`src/hw/cesg_pkg.sv`:
```
// package: register map, field positions and reset values for the client event status block
`default_nettype none
package cesg_pkg;
	localparam int unsigned CESG_ADDR_W = 12;
	localparam logic [11:0] CESG_FLAGS_OFF = 12'h080;
	localparam logic [11:0] CESG_MASK_OFF = 12'h084;
	localparam logic [11:0] CESG_LAST_OFF = 12'h088;
	localparam logic [11:0] CESG_EVSEL_OFF = 12'h08C;
	localparam logic [31:0] CESG_FLAGS_RST = 32'h0000_0000;
	localparam logic [31:0] CESG_MASK_RST = 32'h0000_0000;
	localparam logic [31:0] CESG_EVSEL_RST = 32'h0000_0000;
	// flag positions
	localparam int unsigned CAP2_ANCILLARY_B_BIT = 29;
	localparam int unsigned CAP2_ANCILLARY_A_BIT = 28;
	localparam int unsigned CAP1_ANCILLARY_B_BIT = 27;
	localparam int unsigned CAP1_ANCILLARY_A_BIT = 26;
	localparam int unsigned TRANSCODE2_LUMA_BIT = 25;
	localparam int unsigned TRANSCODE2_CHROMA_BIT = 24;
	localparam int unsigned TRANSCODE1_LUMA_BIT = 23;
	localparam int unsigned TRANSCODE1_CHROMA_BIT = 22;
	localparam int unsigned WRITEBACK_OUT_BIT = 21;
	localparam int unsigned PORT_CTL_BIT = 20;
	localparam int unsigned BLANKING_SD_BIT = 19;
	localparam int unsigned CESG_LO_BIT = 19;
	localparam int unsigned CESG_HI_BIT = 29;
	localparam int unsigned CESG_NFLAGS = 11;
	// implemented bits: 29..19
	localparam logic [31:0] CESG_IMPL_MASK = 32'h3FF8_0000;
	// capture-side clients, default event is end of frame received
	localparam logic [31:0] CESG_CAPTURE_MASK = 32'h3C20_0000;
	// fetch-side clients, default event is end of frame sent
	localparam logic [31:0] CESG_FETCH_MASK = 32'h03D8_0000;
endpackage
`default_nettype wire

```
`src/hw/cesg_status.sv`:
```
// top: group-one client event status register with mask, interrupt and apb slave
//
// Contract
// [RULE_01] status register sits at offset 0x80 and resets to all zeros
// [RULE_02] a flag sets when its client reaches its descriptor-configured event
// [RULE_03] capture clients 29..26, 21 default to end of frame received
// [RULE_04] fetch clients 25..22, 20, 19 default to end of frame sent
// [RULE_05] a set flag stays set until software clears it
// [RULE_06] writing one clears exactly those bits; zeros leave bits alone
// [RULE_07] ancillary capture flags at bits 29, 28, 27, 26
// [RULE_08] transcode fetch flags at bits 25, 24, 23, 22
// [RULE_09] writeback output flag at bit 21, capture-side default
// [RULE_10] port control flag at bit 20, blanking sd data at bit 19
// [RULE_11] bits 31, 30 read zero and ignore writes; 18..0 read zero here
// [RULE_12] a set flag with its mask bit one drives interrupt zero high
//
// The APB register port was chosen for this implementation.
`default_nettype none
module cesg_status
(
	input wire logic mclk,
	input wire logic resetn,
	input wire logic psel,
	input wire logic penable,
	input wire logic pwrite,
	input wire logic [cesg_pkg::CESG_ADDR_W-1:0] paddr,
	input wire logic [31:0] pwdata,
	output logic [31:0] prdata,
	output logic pready,
	output logic pslverr,
	input wire logic [31:0] desc_event,
	input wire logic [31:0] desc_valid,
	input wire logic [31:0] eof_received,
	input wire logic [31:0] eof_sent,
	output logic dma_irq_zero
);
	import cesg_pkg::*;

	logic [31:0] flags_q;
	logic [31:0] flags_d;
	logic [31:0] mask_q;
	logic [31:0] mask_d;
	logic [31:0] configured_q;
	logic [31:0] configured_d;
	logic [31:0] last_q;
	logic irq_q;

	// keep only implemented bit positions; reserved ones never store
	function automatic logic [31:0] impl_only(input logic [31:0] v);
		impl_only = v & CESG_IMPL_MASK;
	endfunction

	// bus decode; single-cycle answer, so pready is tied high by design
	wire access_w = psel && penable;
	wire wr_w = access_w && pwrite;
	wire sel_flags = (paddr == CESG_FLAGS_OFF); // [RULE_01]
	wire sel_mask = (paddr == CESG_MASK_OFF);
	wire sel_last = (paddr == CESG_LAST_OFF);
	wire sel_evsel = (paddr == CESG_EVSEL_OFF);
	wire mapped_w = sel_flags || sel_mask || sel_last || sel_evsel;
	assign pready = 1'b1;
	assign pslverr = access_w && !mapped_w;

	// a client that has received a descriptor stops using its default event
	assign configured_d = impl_only(configured_q | desc_valid);

	// event per client: descriptor event once configured, otherwise side default
	wire [31:0] default_ev = (eof_received & CESG_CAPTURE_MASK) // [RULE_03] [RULE_09]
		| (eof_sent & CESG_FETCH_MASK); // [RULE_04] [RULE_10]
	wire [31:0] client_ev = impl_only((desc_event & configured_q)
		| (default_ev & ~configured_q)); // [RULE_02] [RULE_07] [RULE_08]

	// write-one-to-clear; a same-cycle event wins over the clear
	wire [31:0] clr_w = (wr_w && sel_flags) ? pwdata : 32'h0000_0000; // [RULE_06]
	assign flags_d = impl_only((flags_q & ~clr_w) | client_ev); // [RULE_05] [RULE_11]

	// mask next value, shared by the mask flop and the interrupt flop
	assign mask_d = (wr_w && sel_mask) ? impl_only(pwdata) : mask_q;

	// flag, mask, configured tracking
	always_ff @(posedge mclk or negedge resetn) begin
		if (!resetn) begin
			flags_q <= CESG_FLAGS_RST; // [RULE_01]
			mask_q <= CESG_MASK_RST;
			configured_q <= CESG_EVSEL_RST;
			last_q <= 32'h0000_0000;
		end else begin
			flags_q <= flags_d;
			configured_q <= configured_d;
			mask_q <= mask_d;
			if (|client_ev) begin
				last_q <= client_ev;
			end
		end
	end

	// registered from next values, so the level tracks the masked flags with no lag
	always_ff @(posedge mclk or negedge resetn) begin
		if (!resetn) begin
			irq_q <= 1'b0;
		end else begin
			irq_q <= |(flags_d & mask_d); // [RULE_12]
		end
	end
	assign dma_irq_zero = irq_q;

	// read mux, unmapped reads return zero
	wire [31:0] rd_mux = sel_flags ? flags_q :
		sel_mask ? mask_q :
		sel_last ? last_q :
		sel_evsel ? configured_q : 32'h0000_0000;

	// read data held in a flop, loaded in the setup cycle
	always_ff @(posedge mclk or negedge resetn) begin
		if (!resetn) begin
			prdata <= 32'h0000_0000;
		end else if (psel && !penable && !pwrite) begin
			prdata <= rd_mux;
		end
	end
endmodule
`default_nettype wire

```
`config.mk`:
```
export PLATFORM = sky130hd
export DESIGN_NAME = cesg_status
export DESIGN_NICKNAME = d
export VERILOG_FILES = /design/src/hw/cesg_pkg.sv /design/src/hw/cesg_status.sv
export SDC_FILE = /design/constraint.sdc
export NUM_CORES = 1
export LEC_CHECK = 0
export BUFFER_PORTS_ARGS = -buffer_cell sky130_fd_sc_hd__buf_2
export CORE_MARGIN = 1.5
export CORE_UTILIZATION = 36
export CTS_CLUSTER_SIZE = 10
export DETAILED_ROUTE_END_ITERATION = 8
export GPL_TIMING_DRIVEN = 0
export PLACE_DENSITY = 0.76
export SLEW_MARGIN = 20
export SYNTH_ARGS = -nofsm -noshare
export SYNTH_HDL_FRONTEND = slang
export SYNTH_SLANG_ARGS = --single-unit
```
`constraint.sdc`:
```
create_clock -name mclk -period 1.9 [get_ports mclk]
set_input_delay 0.095 -clock mclk [delete_from_list [all_inputs] [get_ports mclk]]
set_output_delay 0.095 -clock mclk [all_outputs]
set_load 0.01 [all_outputs]
```
; ---- After elaboration in Yosys (flattened, before gate mapping)
; Cells that the tools add are included.
; W data, S select, Z words.
[totals]
regBits = 98
in_bits = 177
output_inout_bits = 35
elab_cells = 41
[op_classes]
n_eq_ne = 4
mux = 6
bitwise_logic = 10
reduce_logical = 15
[ops]
columns = operator, n
row1 = $mux W32, 3
row2 = $and A30 B30 Y30, 3
row3 = $mux W30, 3
row4 = $or A30 B30 Y30, 3
row5 = $not A30 Y30, 2
row6 = $eq A12 B8 Y1 const B, 4
row7 = $and A30 B32 Y32, 1
row8 = $reduce_or A32 Y1, 1
row9 = $or A30 B26 Y30, 1
row10 = $reduce_or A11 Y1, 1
row11 = $logic_and A1 B1 Y1, 7
row12 = $logic_not A1 Y1, 3
row13 = $logic_or A1 B1 Y1, 3

; ---- Depth between registers and ports, before layout
; Gate-level depths: netlist of the first run.
[logic_depth]
ltp_word = 9
depth_mapped = 7
depth_no_buf = 6

; ---- Worst setup path after synthesis of the first run
; No wires, ideal clock.
[synth_path]
kind = input to register
start = in paddr[5] (netlist name)
end = reg irq_q, in the netlist dma_irq_zero
setup_time_ns = 0.139
arrival_ns = 2.061
t_required_ns = 1.761
slack_ns = -0.300
path_stages = 7
n_path_buf = 1
path_cell_list = nor4b_4 and4_4 buf_6 mux2_4 a32o_1 a221o_1 or4_1
[synth_between]
word_cells_on_any_way = 11
cone_classes = eq/ne (2) / mux (2) / bitwise (4) / reduce/logical (3)
[synth_rtl]
columns = element, line_no
row1 = start: declaration, cesg_status.sv:26  ; input wire logic [cesg_pkg::CESG_ADDR_W-1:0] paddr,
row2 = $eq A12 B8 Y1, cesg_status.sv:57  ; wire sel_mask = (paddr == CESG_MASK_OFF);
row3 = $logic_and A1 B1 Y1, cesg_status.sv:78  ; assign mask_d = (wr_w && sel_mask) ? impl_only(pwdata) : mask_q;
row4 = $mux W32, cesg_status.sv:78
row5 = net mask_d[20], cesg_status.sv:42  ; logic [31:0] mask_d;
row6 = $and A30 B32 Y32, cesg_status.sv:102  ; irq_q <= |(flags_d & mask_d);
row7 = $reduce_or A32 Y1, cesg_status.sv:102
row8 = end signal: assignment, cesg_status.sv:102
row9 = end: declaration, cesg_status.sv:46  ; logic irq_q;
; The timed path passes the listed nets, and every way through them passes these cells.
; A chain may end at the register's enable or synchronous reset.

; ---- Final worst setup path of the first run
[layout_path]
start = reg configured_q[20]
end = reg irq_q, in the netlist dma_irq_zero
[layout_between]
elab_chain_len = 6
word_cells_on_any_way = 7
cone_classes = bitwise (6) / reduce/logical (1)
[layout_rtl]
columns = element, line_no
row1 = start: declaration, cesg_status.sv:43  ; logic [31:0] configured_q;
row2 = start signal: assignment, cesg_status.sv:89  ; configured_q <= configured_d;
row3 = $not A30 Y30, cesg_status.sv:71  ; | (default_ev & ~configured_q));
row4 = $and A30 B30 Y30, cesg_status.sv:71
row5 = $or A30 B30 Y30 (*), cesg_status.sv:71
row6 = $or A30 B30 Y30 (*), cesg_status.sv:75  ; assign flags_d = impl_only((flags_q & ~clr_w) | client_ev);
row7 = net flags_d[20], cesg_status.sv:40  ; logic [31:0] flags_d;
row8 = $and A30 B32 Y32 (*), cesg_status.sv:102
row9 = $reduce_or A32 Y1 (*), cesg_status.sv:102
; Mark *: on every way through the listed nets, which the timed path passes. The rest lies on a longest branch.

==> qor.txt, run 1 <==
CTS Buf Count: 5
Setup Skew: 9.15 ps
Area of the multi-input gates: 0.00130 mm2
Bufs on Longest Clock Path: 2
Final core utilization: 0.515
Synth Area in Adders: 0
Max Slew Vio Count: 0
Post-synthesis mux area share: 0.173
Cell depth of the worst flop-to-flop path: 6
Max-slew headroom: 0.457
Maximum VDD drop: 278 uV
Setup TNS: -172 ps
Crit-path max FO: 3
GRT Overall Usage: 0.171
Post-Synth Simple-Gate Area: 0.181
RSZ-0062 raised after global routing: yes
Non-Filler Instances: 469
Commonest non-fill, non-tap cell in the layout: buf_2
Worst Setup EP: dma_irq_zero$_DFF_PN0_
Post-layout power: 2.29 mW
Post-route DRC: 0
Post-synthesis register bit count: 56
DP Cell Count: 437
Vias in the first global route: 2246
CTS root buffer: clkbuf_8
Row cnt: 31
Overflow left after global routing: 0
Worst R2R End: dma_irq_zero$_DFF_PN0_
Final worst slack: -172 ps
WL/cell: 14.5 um
Die H: 91.2 um
Instance count of the mapped netlist: 245
Filler instances: 665
Status: finished, violations left
Yosys warning total: 0
Slew at the pin closest to its max-slew limit: 815 ps
Area Overhead vs Synth: 35.5%
Pin count of the biggest net entering global routing: 57
Max frequency: 483 MHz
Io pins: 212
Final min period: 2070 ps
CTS Sinks: 56
MaxCap Viol Count: 0
Clk_lat worst skew: 310 ps
Worst R2R Start: configured_q[20]$_DFF_PN0_
Critical Path AT: 2250 ps
Initial DRC count: 152
Crit Path Class: flop to flop
Gpl congestion: 0.781
CP startpoint: configured_q[20]$_DFF_PN0_
# H-tree levels: 2
Synth Area in Compound Gates: 0.0599
LEAKAGE: 1.78 nW
Final ANT Viol Nets: 0
Total wire length: 6.79 mm
CP Capture Type: flop
Nets@finish: 545
PD cells: 604 mW/mm2
DP Wirelength: 5.00 mm
Hold Path Class: input port to flop
Data required, critical path: 2080 ps
Core ar.: 0.00737 mm2
Die area: 0.00832 mm2
Fin. Hold Viols: 0
Endpoints failing setup: 1
Top post-synthesis cells by area: dfrtp_1 50%, mux4_2 8.8%, buf_4 6.2%
I/O Buffers: 73
TritonCTS clock tree: yes
Share of cells above drive strength 1: 0.442
Storage cell area: 0.00140 mm2
Hold slack: 42.4 ps
Syn avg cell area: 11.4 um2
Post-Syn Area: 0.00280 mm2
Post-synthesis xor/xnor area fraction: 0
Synth cell types: 38
Die X: 91.2 um
CP Launch Type: flop
Antenna violations before repair: 1
Starting Density: 0.380
First-pass GRT wire length: 11.0 mm
Post-synth top area share: 0.500
Fin crit share: 1.09
Clock transition at path regs: 100 ps
Failing checks: negative setup slack
Routed via count: 2271
Largest area contributor in the netlist: dfrtp_1
Sequential fraction of the synthesis area: 0.500
Reg-to-reg slack, setup: -170 ps
1st-pass router iterations: 4
Largest family of logic cells by synthesized area: simple AND/OR/NAND/NOR gates
Routed vias/inst: 4.84
Most frequent cells in the layout: 70 x buf_2, 55 x dfrtp_1, 43 x nand2_1, 31 x buf_4, 22 x conb_1
[synthesized netlist by cell type]
master and n:
a21boi_0 1, a21oi_1 2, a221o_1 2, a22o_1 1, a2bb2oi_1 2, a31oi_1 3, a32o_1 2, and2_1 2
and3_1 2, and4_1 1, and4_4 1, and4b_4 1, buf_1 3, buf_4 23, buf_6 1, clkbuf_1 5
conb_1 2, dfrtp_1 56, inv_1 5, mux2_1 1, mux2_2 9, mux2_4 1, mux2i_1 11, mux4_2 11
nand2_1 43, nand2b_1 2, nand3_1 3, nand4_1 15, nor2_1 1, nor2b_1 2, nor3_1 2, nor3b_1 1
nor4_4 1, nor4b_4 1, o21ai_0 13, or2_2 11, or3b_2 1, or4_1 1
[worst max-delay path: stages (launching register included)]
cell and delay, ps:
dfrtp_2 430, mux2i_2 260, nand2_1 120, a2bb2oi_2 160, a32o_2 220, a221o_1 260
or4_1 480
[through the flow]
stage,area (um2),worst slack (ps)
2_1_floorplan,2880,-291
3_3_place_gp,3360,-663
3_5_place_dp,3370,-671
4_1_cts,3770,-154
5_1_grt,3790,-234
6_report,3790,-172
[layout make-up]
cell class / instances / area share
antenna: 1 / 0.000660
buffer: 32 / 0.0590
clock buffer: 5 / 0.0181
clock inverter: 3 / 0.0112
inverter: 5 / 0.00495
multi-input combinational: 172 / 0.343
sequential: 56 / 0.370
tap: 99 / 0.0327
timing repair buffer: 96 / 0.161
[cells by family (layout without fill, tap and decap cells)]
kind of cell           after synthesis  in the layout
and+or+nand+nor                     91             91
buffers and inverters               37            141
AOI/OAI and AO/OA                   26             26
DFF                                 56             56
other                                2             23
muxes                               33             33
[registers in the layout (all words and copies together), names as in the netlist]
register and cells:
configured_q 11, flags_q 11, last_q 11, mask_q 11, prdata 11, dma_irq_zero 1
[timing repair]
item	4_1_cts	5_1_grt
setup endpoints to repair	11	11
resized for setup	16	7
buffers inserted	9	0
hold buffers	14	0
hold endpoints to repair	69	0
pin swaps	5	3
[worst min-delay path by stage]
stage          slack [ps]                    endpoint  cells past startpoint            from
4_1_cts                40      last_q[24]$_DFFE_PN0P_                      3    eof_sent[24]
5_1_grt                40        mask_q[22]$_DFF_PN0_                      2      pwdata[22]
6_report               40      last_q[24]$_DFFE_PN0P_                      3    eof_sent[24]
2_1_floorplan        -200  configured_q[19]$_DFF_PN0_                      0          resetn
3_5_place_dp          190  configured_q[25]$_DFF_PN0_                      1          resetn
3_3_place_gp          280  configured_q[24]$_DFF_PN0_                      2  desc_valid[24]
[power breakdown]
part | total, mW | internal, mW | leakage [nW] | switching, mW
registers | 1.21 | 1.20 | 0.642 | 0.00697
clock network | 0.780 | 0.390 | 0.0541 | 0.390
logic | 0.301 | 0.156 | 1.08 | 0.146
total | 2.29 | 1.75 | 1.78 | 0.543
[routing by layer]
metal | wire [um] | GRT usage | up-vias
met5 | 0 | 0 | -
met4 | 88 | 0.0521 | 0
met3 | 717 | 0.0544 | 10
met2 | 3110 | 0.269 | 112
met1 | 2880 | 0.225 | 1072
li1 | - | - | 1077
(Power assumes the default switching activity.)
==> run 2: changes to the inputs <==
--- a/config.mk
+++ b/config.mk
@@ -6,12 +6,13 @@
 export NUM_CORES = 1
 export LEC_CHECK = 0
 export BUFFER_PORTS_ARGS = -buffer_cell sky130_fd_sc_hd__buf_2
+export CAP_MARGIN = 20
 export CORE_MARGIN = 1.5
 export CORE_UTILIZATION = 36
 export CTS_CLUSTER_SIZE = 10
 export DETAILED_ROUTE_END_ITERATION = 8
 export GPL_TIMING_DRIVEN = 0
-export PLACE_DENSITY = 0.76
+export PLACE_DENSITY_LB_ADDON = 0.05
 export SLEW_MARGIN = 20
 export SYNTH_ARGS = -nofsm -noshare
 export SYNTH_HDL_FRONTEND = slang
==> qor.txt, run 2 (synthesis gave the netlist of run 1 again) <==
Status: finished, violations left
Failing checks: negative setup slack
CP Capture Type: flop
Crit-path max FO: 2
Clk_lat worst skew: 300 ps
Clock transition at path regs: 90 ps
Total wire length: 6.93 mm
Routed via count: 2205
I/O Buffers: 73
Hold slack: 14.9 ps
Io pins: 212
Initial DRC count: 77
Post-route DRC: 0
Final core utilization: 0.518
CTS root buffer: clkbuf_8
First-pass GRT wire length: 11.1 mm
Post-layout power: 2.20 mW
Worst R2R End: dma_irq_zero$_DFF_PN0_
Reg-to-reg slack, setup: -100 ps
Crit Path Class: input port to flop
CTS Buf Count: 5
Overflow left after global routing: 0
Vias in the first global route: 2199
1st-pass router iterations: 4
Die H: 91.2 um
Routed vias/inst: 4.67
Critical Path AT: 2220 ps
Worst R2R Start: configured_q[24]$_DFF_PN0_
Share of cells above drive strength 1: 0.448
Starting Density: 0.380
Bufs on Longest Clock Path: 2
Worst Setup EP: dma_irq_zero$_DFF_PN0_
Die area: 0.00832 mm2
LEAKAGE: 1.81 nW
Fin. Hold Viols: 0
PD cells: 575 mW/mm2
WL/cell: 14.7 um
Row cnt: 31
Max frequency: 490 MHz
TritonCTS clock tree: yes
Cell depth of the worst flop-to-flop path: 5
Nets@finish: 549
Hold Path Class: input port to flop
Final worst slack: -142 ps
Endpoints failing setup: 1
Area Overhead vs Synth: 36.3%
Commonest non-fill, non-tap cell in the layout: buf_2
Diodes inserted: 0
Fin crit share: 1.07
Maximum VDD drop: 237 uV
# H-tree levels: 2
Setup Skew: 4.40 ps
Max-slew headroom: 0.419
MaxCap Viol Count: 0
GRT Overall Usage: 0.173
Gpl congestion: 0.724
Core ar.: 0.00737 mm2
Pin count of the biggest net entering global routing: 57
Final ANT Viol Nets: 0
Max Slew Vio Count: 0
Most frequent cells in the layout: 68 x buf_2, 54 x dfrtp_1, 43 x nand2_1, 37 x buf_4, 22 x conb_1
Final min period: 2040 ps
Die X: 91.2 um
RSZ-0062 raised after global routing: yes
CP startpoint: paddr[5]
DP Wirelength: 4.89 mm
Slew at the pin closest to its max-slew limit: 871 ps
Data required, critical path: 2080 ps
CP Launch Type: input port
CTS Sinks: 56
Antenna violations before repair: 1
run 2: changes by cell type in the layout (fill, tap and decap cells not counted), moves of 2 or more:
cell,delta
buf_2,-2
buf_4,+6
clkbuf_1,+2
mux2i_1,+2
mux2i_2,-3
run 2: through the flow:
stage / worst slack, ps / instances / setup TNS (ps) / cell area, um2
2_1_floorplan: -291 / 265 / -291 / 2880
3_3_place_gp: -729 / 437 / -1840 / 3360
3_5_place_dp: -707 / 437 / -1410 / 3370
4_1_cts: -166 / 469 / -166 / 3750
5_1_grt: -166 / 472 / -166 / 3820
6_report: -142 / 472 / -142 / 3820
run 2: power by group:
| group | internal, mW | switching [mW] |
|---|---|---|
| logic | 0.160 | 0.150 |
| registers | 1.20 | 0.00681 |
| clock network | 0.299 | 0.376 |
run 2: cell type report:
| class | count | area, um2 |
|---|---|---|
| buffer | 32 | 226 |
| fill | 709 | 3550 |
| timing repair buffer | 100 | 644 |
| clock buffer | 8 | 90.1 |
| sequential | 56 | 1400 |
| tap | 99 | 124 |
| inverter | 5 | 18.8 |
| multi-input combinational | 172 | 1310 |
run 2: what timing repair did:
action | CTS | global route
gates resized for setup | 15 | 12
cloned | 0 | 0
hold endpoints to repair | 68 | 0
hold buffers | 13 | 0
buffers inserted | 11 | 3
setup endpoints to repair | 11 | 11
pin swaps | 6 | 5
run 2: critical path: stages:
cell	delay, ps
buf_6	100
nor4b_4	310
and4_4	300
buf_6	110
mux2_4	290
a32o_2	280
a221o_1	270
or4_4	470
run 2: worst min path at each step:
stage	from	cells past startpoint	to
floorplan	resetn	0	configured_q[19]$_DFF_PN0_
global placement	desc_valid[25]	2	configured_q[25]$_DFF_PN0_
detailed placement	resetn	1	configured_q[25]$_DFF_PN0_
CTS	pwdata[26]	2	flags_q[26]$_DFF_PN0_
global route	pwdata[26]	2	flags_q[26]$_DFF_PN0_
finish	pwdata[26]	2	flags_q[26]$_DFF_PN0_
run 2: metal layers:
metal	vias up	global-route usage	wire length (um)
met5	-	0	7
met4	2	0.0326	29
met3	4	0.0419	407
met2	82	0.265	3120
met1	1035	0.251	3360
li1	1082	-	-
==> run 3: changes to the inputs <==
--- a/config.mk
+++ b/config.mk
@@ -13,6 +13,8 @@
 export DETAILED_ROUTE_END_ITERATION = 8
 export GPL_TIMING_DRIVEN = 0
 export PLACE_DENSITY_LB_ADDON = 0.05
+export RECOVER_POWER = 50
+export SKIP_LAST_GASP = 1
 export SLEW_MARGIN = 20
 export SYNTH_ARGS = -nofsm -noshare
 export SYNTH_HDL_FRONTEND = slang
==> qor.txt, run 3 (synthesis gave the netlist of run 1 again) <==
Non-Filler Instances: 472
TritonCTS clock tree: yes
CP bufs+invs: 2
# H-tree levels: 2
Antenna violations before repair: 1
Die area: 0.00832 mm2
Pin count of the biggest net entering global routing: 57
Bufs on Longest Clock Path: 2
Final ANT Viol Nets: 0
Largest delay share family, worst path: simple AND/OR/NAND/NOR gates
Routed vias/inst: 4.67
Final core utilization: 0.516
Clock transition at path regs: 100 ps
PD cells: 578 mW/mm2
CP Launch Type: input port
Core ar.: 0.00737 mm2
Starting Density: 0.380
Final worst slack: -143 ps
1st-pass router iterations: 6
Filler instances: 718
Row cnt: 31
Die H: 91.2 um
Setup Skew: 4.37 ps
Diodes inserted: 0
Fin. Hold Viols: 0
Failing checks: negative setup slack
Critical Path Stages: 8
Fin crit share: 1.08
CTS root buffer: clkbuf_8
Setup TNS: -143 ps
Initial DRC count: 87
DP Wirelength: 4.89 mm
CP Capture Type: flop
I/O Buffers: 73
Hold Path Class: input port to flop
Max frequency: 489 MHz
Placement Setup Slack: -707 ps
Commonest non-fill, non-tap cell in the layout: buf_2
Nets@finish: 549
MaxCap Viol Count: 0
Share of cells above drive strength 1: 0.416
Max Slew Vio Count: 0
CP Cell Sequence: buf_6 > nor4b_4 > and4_4 > buf_6 > mux2_4 > a32o_2 > a221o_1 > or4_4
CP max-delay cell: or4_4
Cell depth of the worst flop-to-flop path: 5
Most frequent cells in the layout: 56 x buf_2, 54 x dfrtp_1, 43 x nand2_1, 36 x buf_4, 22 x conb_1
First-pass GRT wire length: 11.1 mm
Endpoints failing setup: 1
Post-route DRC: 0
Overflow left after global routing: 0
Crit-path max FO: 2
Hold slack: 11.0 ps
Io pins: 212
Final min period: 2040 ps
Area Overhead vs Synth: 35.7%
Most frequent CP cell: buf_6
Routed via count: 2206
Data required, critical path: 2080 ps
DP Cell Count: 437
Clk_lat worst skew: 300 ps
Crit-path max cell delay: 470 ps
Slew at the pin closest to its max-slew limit: 1400 ps
CP startpoint: paddr[5]
RSZ-0062 raised after global routing: yes
Maximum VDD drop: 238 uV
Gpl congestion: 0.724
Crit Path Class: input port to flop
Die X: 91.2 um
Total wire length: 6.96 mm
CTS Buf Count: 5
LEAKAGE: 1.75 nW
Critical Path AT: 2220 ps
Status: finished, violations left
GRT Overall Usage: 0.173
Worst R2R Start: configured_q[28]$_DFF_PN0_
CTS Sinks: 56
WL/cell: 14.8 um
Vias in the first global route: 2199
Min-Delay Startpoint: pwdata[26]
Worst hold path depth: 2
Max-slew headroom: 0.0645
[run 3: cell types whose count changed in the layout (fill, tap and decap cells not counted), sizes merged]
cell    change
buf        -13
clkbuf     +13
[run 3: where the power goes]
| group | total [mW] | internal, mW | switching (mW) |
|---|---|---|---|
| clock network | 0.675 | 0.299 | 0.376 |
| logic | 0.310 | 0.159 | 0.150 |
| registers | 1.21 | 1.20 | 0.00687 |
[run 3: worst reg2reg max path, cell delays in order (launching register included)]
cell     delay (ps)
dfrtp_1         450
mux2i_4         320
nand3_1         120
a32o_1          290
a221o_1         290
or4_4           410
[run 3: path summary, 6_finish.rpt]
kind                                                   end  slack [ps]
worst min-delay path                 flags_q[26]$_DFF_PN0_          10
worst min register to register      last_q[24]$_DFFE_PN0P_         480
min in group asynchronous       configured_q[23]$_DFF_PN0_         650
worst max register to register      dma_irq_zero$_DFF_PN0_        -100
max in group asynchronous       configured_q[21]$_DFF_PN0_         320
worst max-delay path                dma_irq_zero$_DFF_PN0_        -140
[run 3: repair_timing]
action | in CTS | in global routing
buffers inserted | 11 | 3
endpoints found under the hold margin | 68 | 0
hold buffers | 13 | 0
endpoints found under the setup margin | 11 | 11
pin swaps | 6 | 5
gates cloned | 0 | 0
resized for setup | 15 | 12
[run 3: metal layers]
layer | track usage | share of wire | up-vias
met4 | 0.0326 | 0.0066 | 2
met2 | 0.265 | 0.44 | 80
li1 | - | - | 1085
met5 | 0 | 0.0019 | -
met3 | 0.0419 | 0.060 | 6
met1 | 0.251 | 0.49 | 1033
[run 3: cell type report]
class,instances,area (um2),share of cell area
Buffer,32,226,0.0596
Inverter,5,18.8,0.00494
Tap cell,99,124,0.0326
Multi-Input combinational cell,172,1310,0.345
Timing Repair Buffer,100,627,0.165
Sequential cell,56,1400,0.369
Clock buffer,8,90.1,0.0237
[run 3: through the flow]
stage	power (mW)	area [um2]
after detailed placement	1.50	3370
final	2.20	3800
after CTS	2.21	3750
after floorplan	1.37	2880
after global routing	2.29	3800
after global placement	1.49	3360
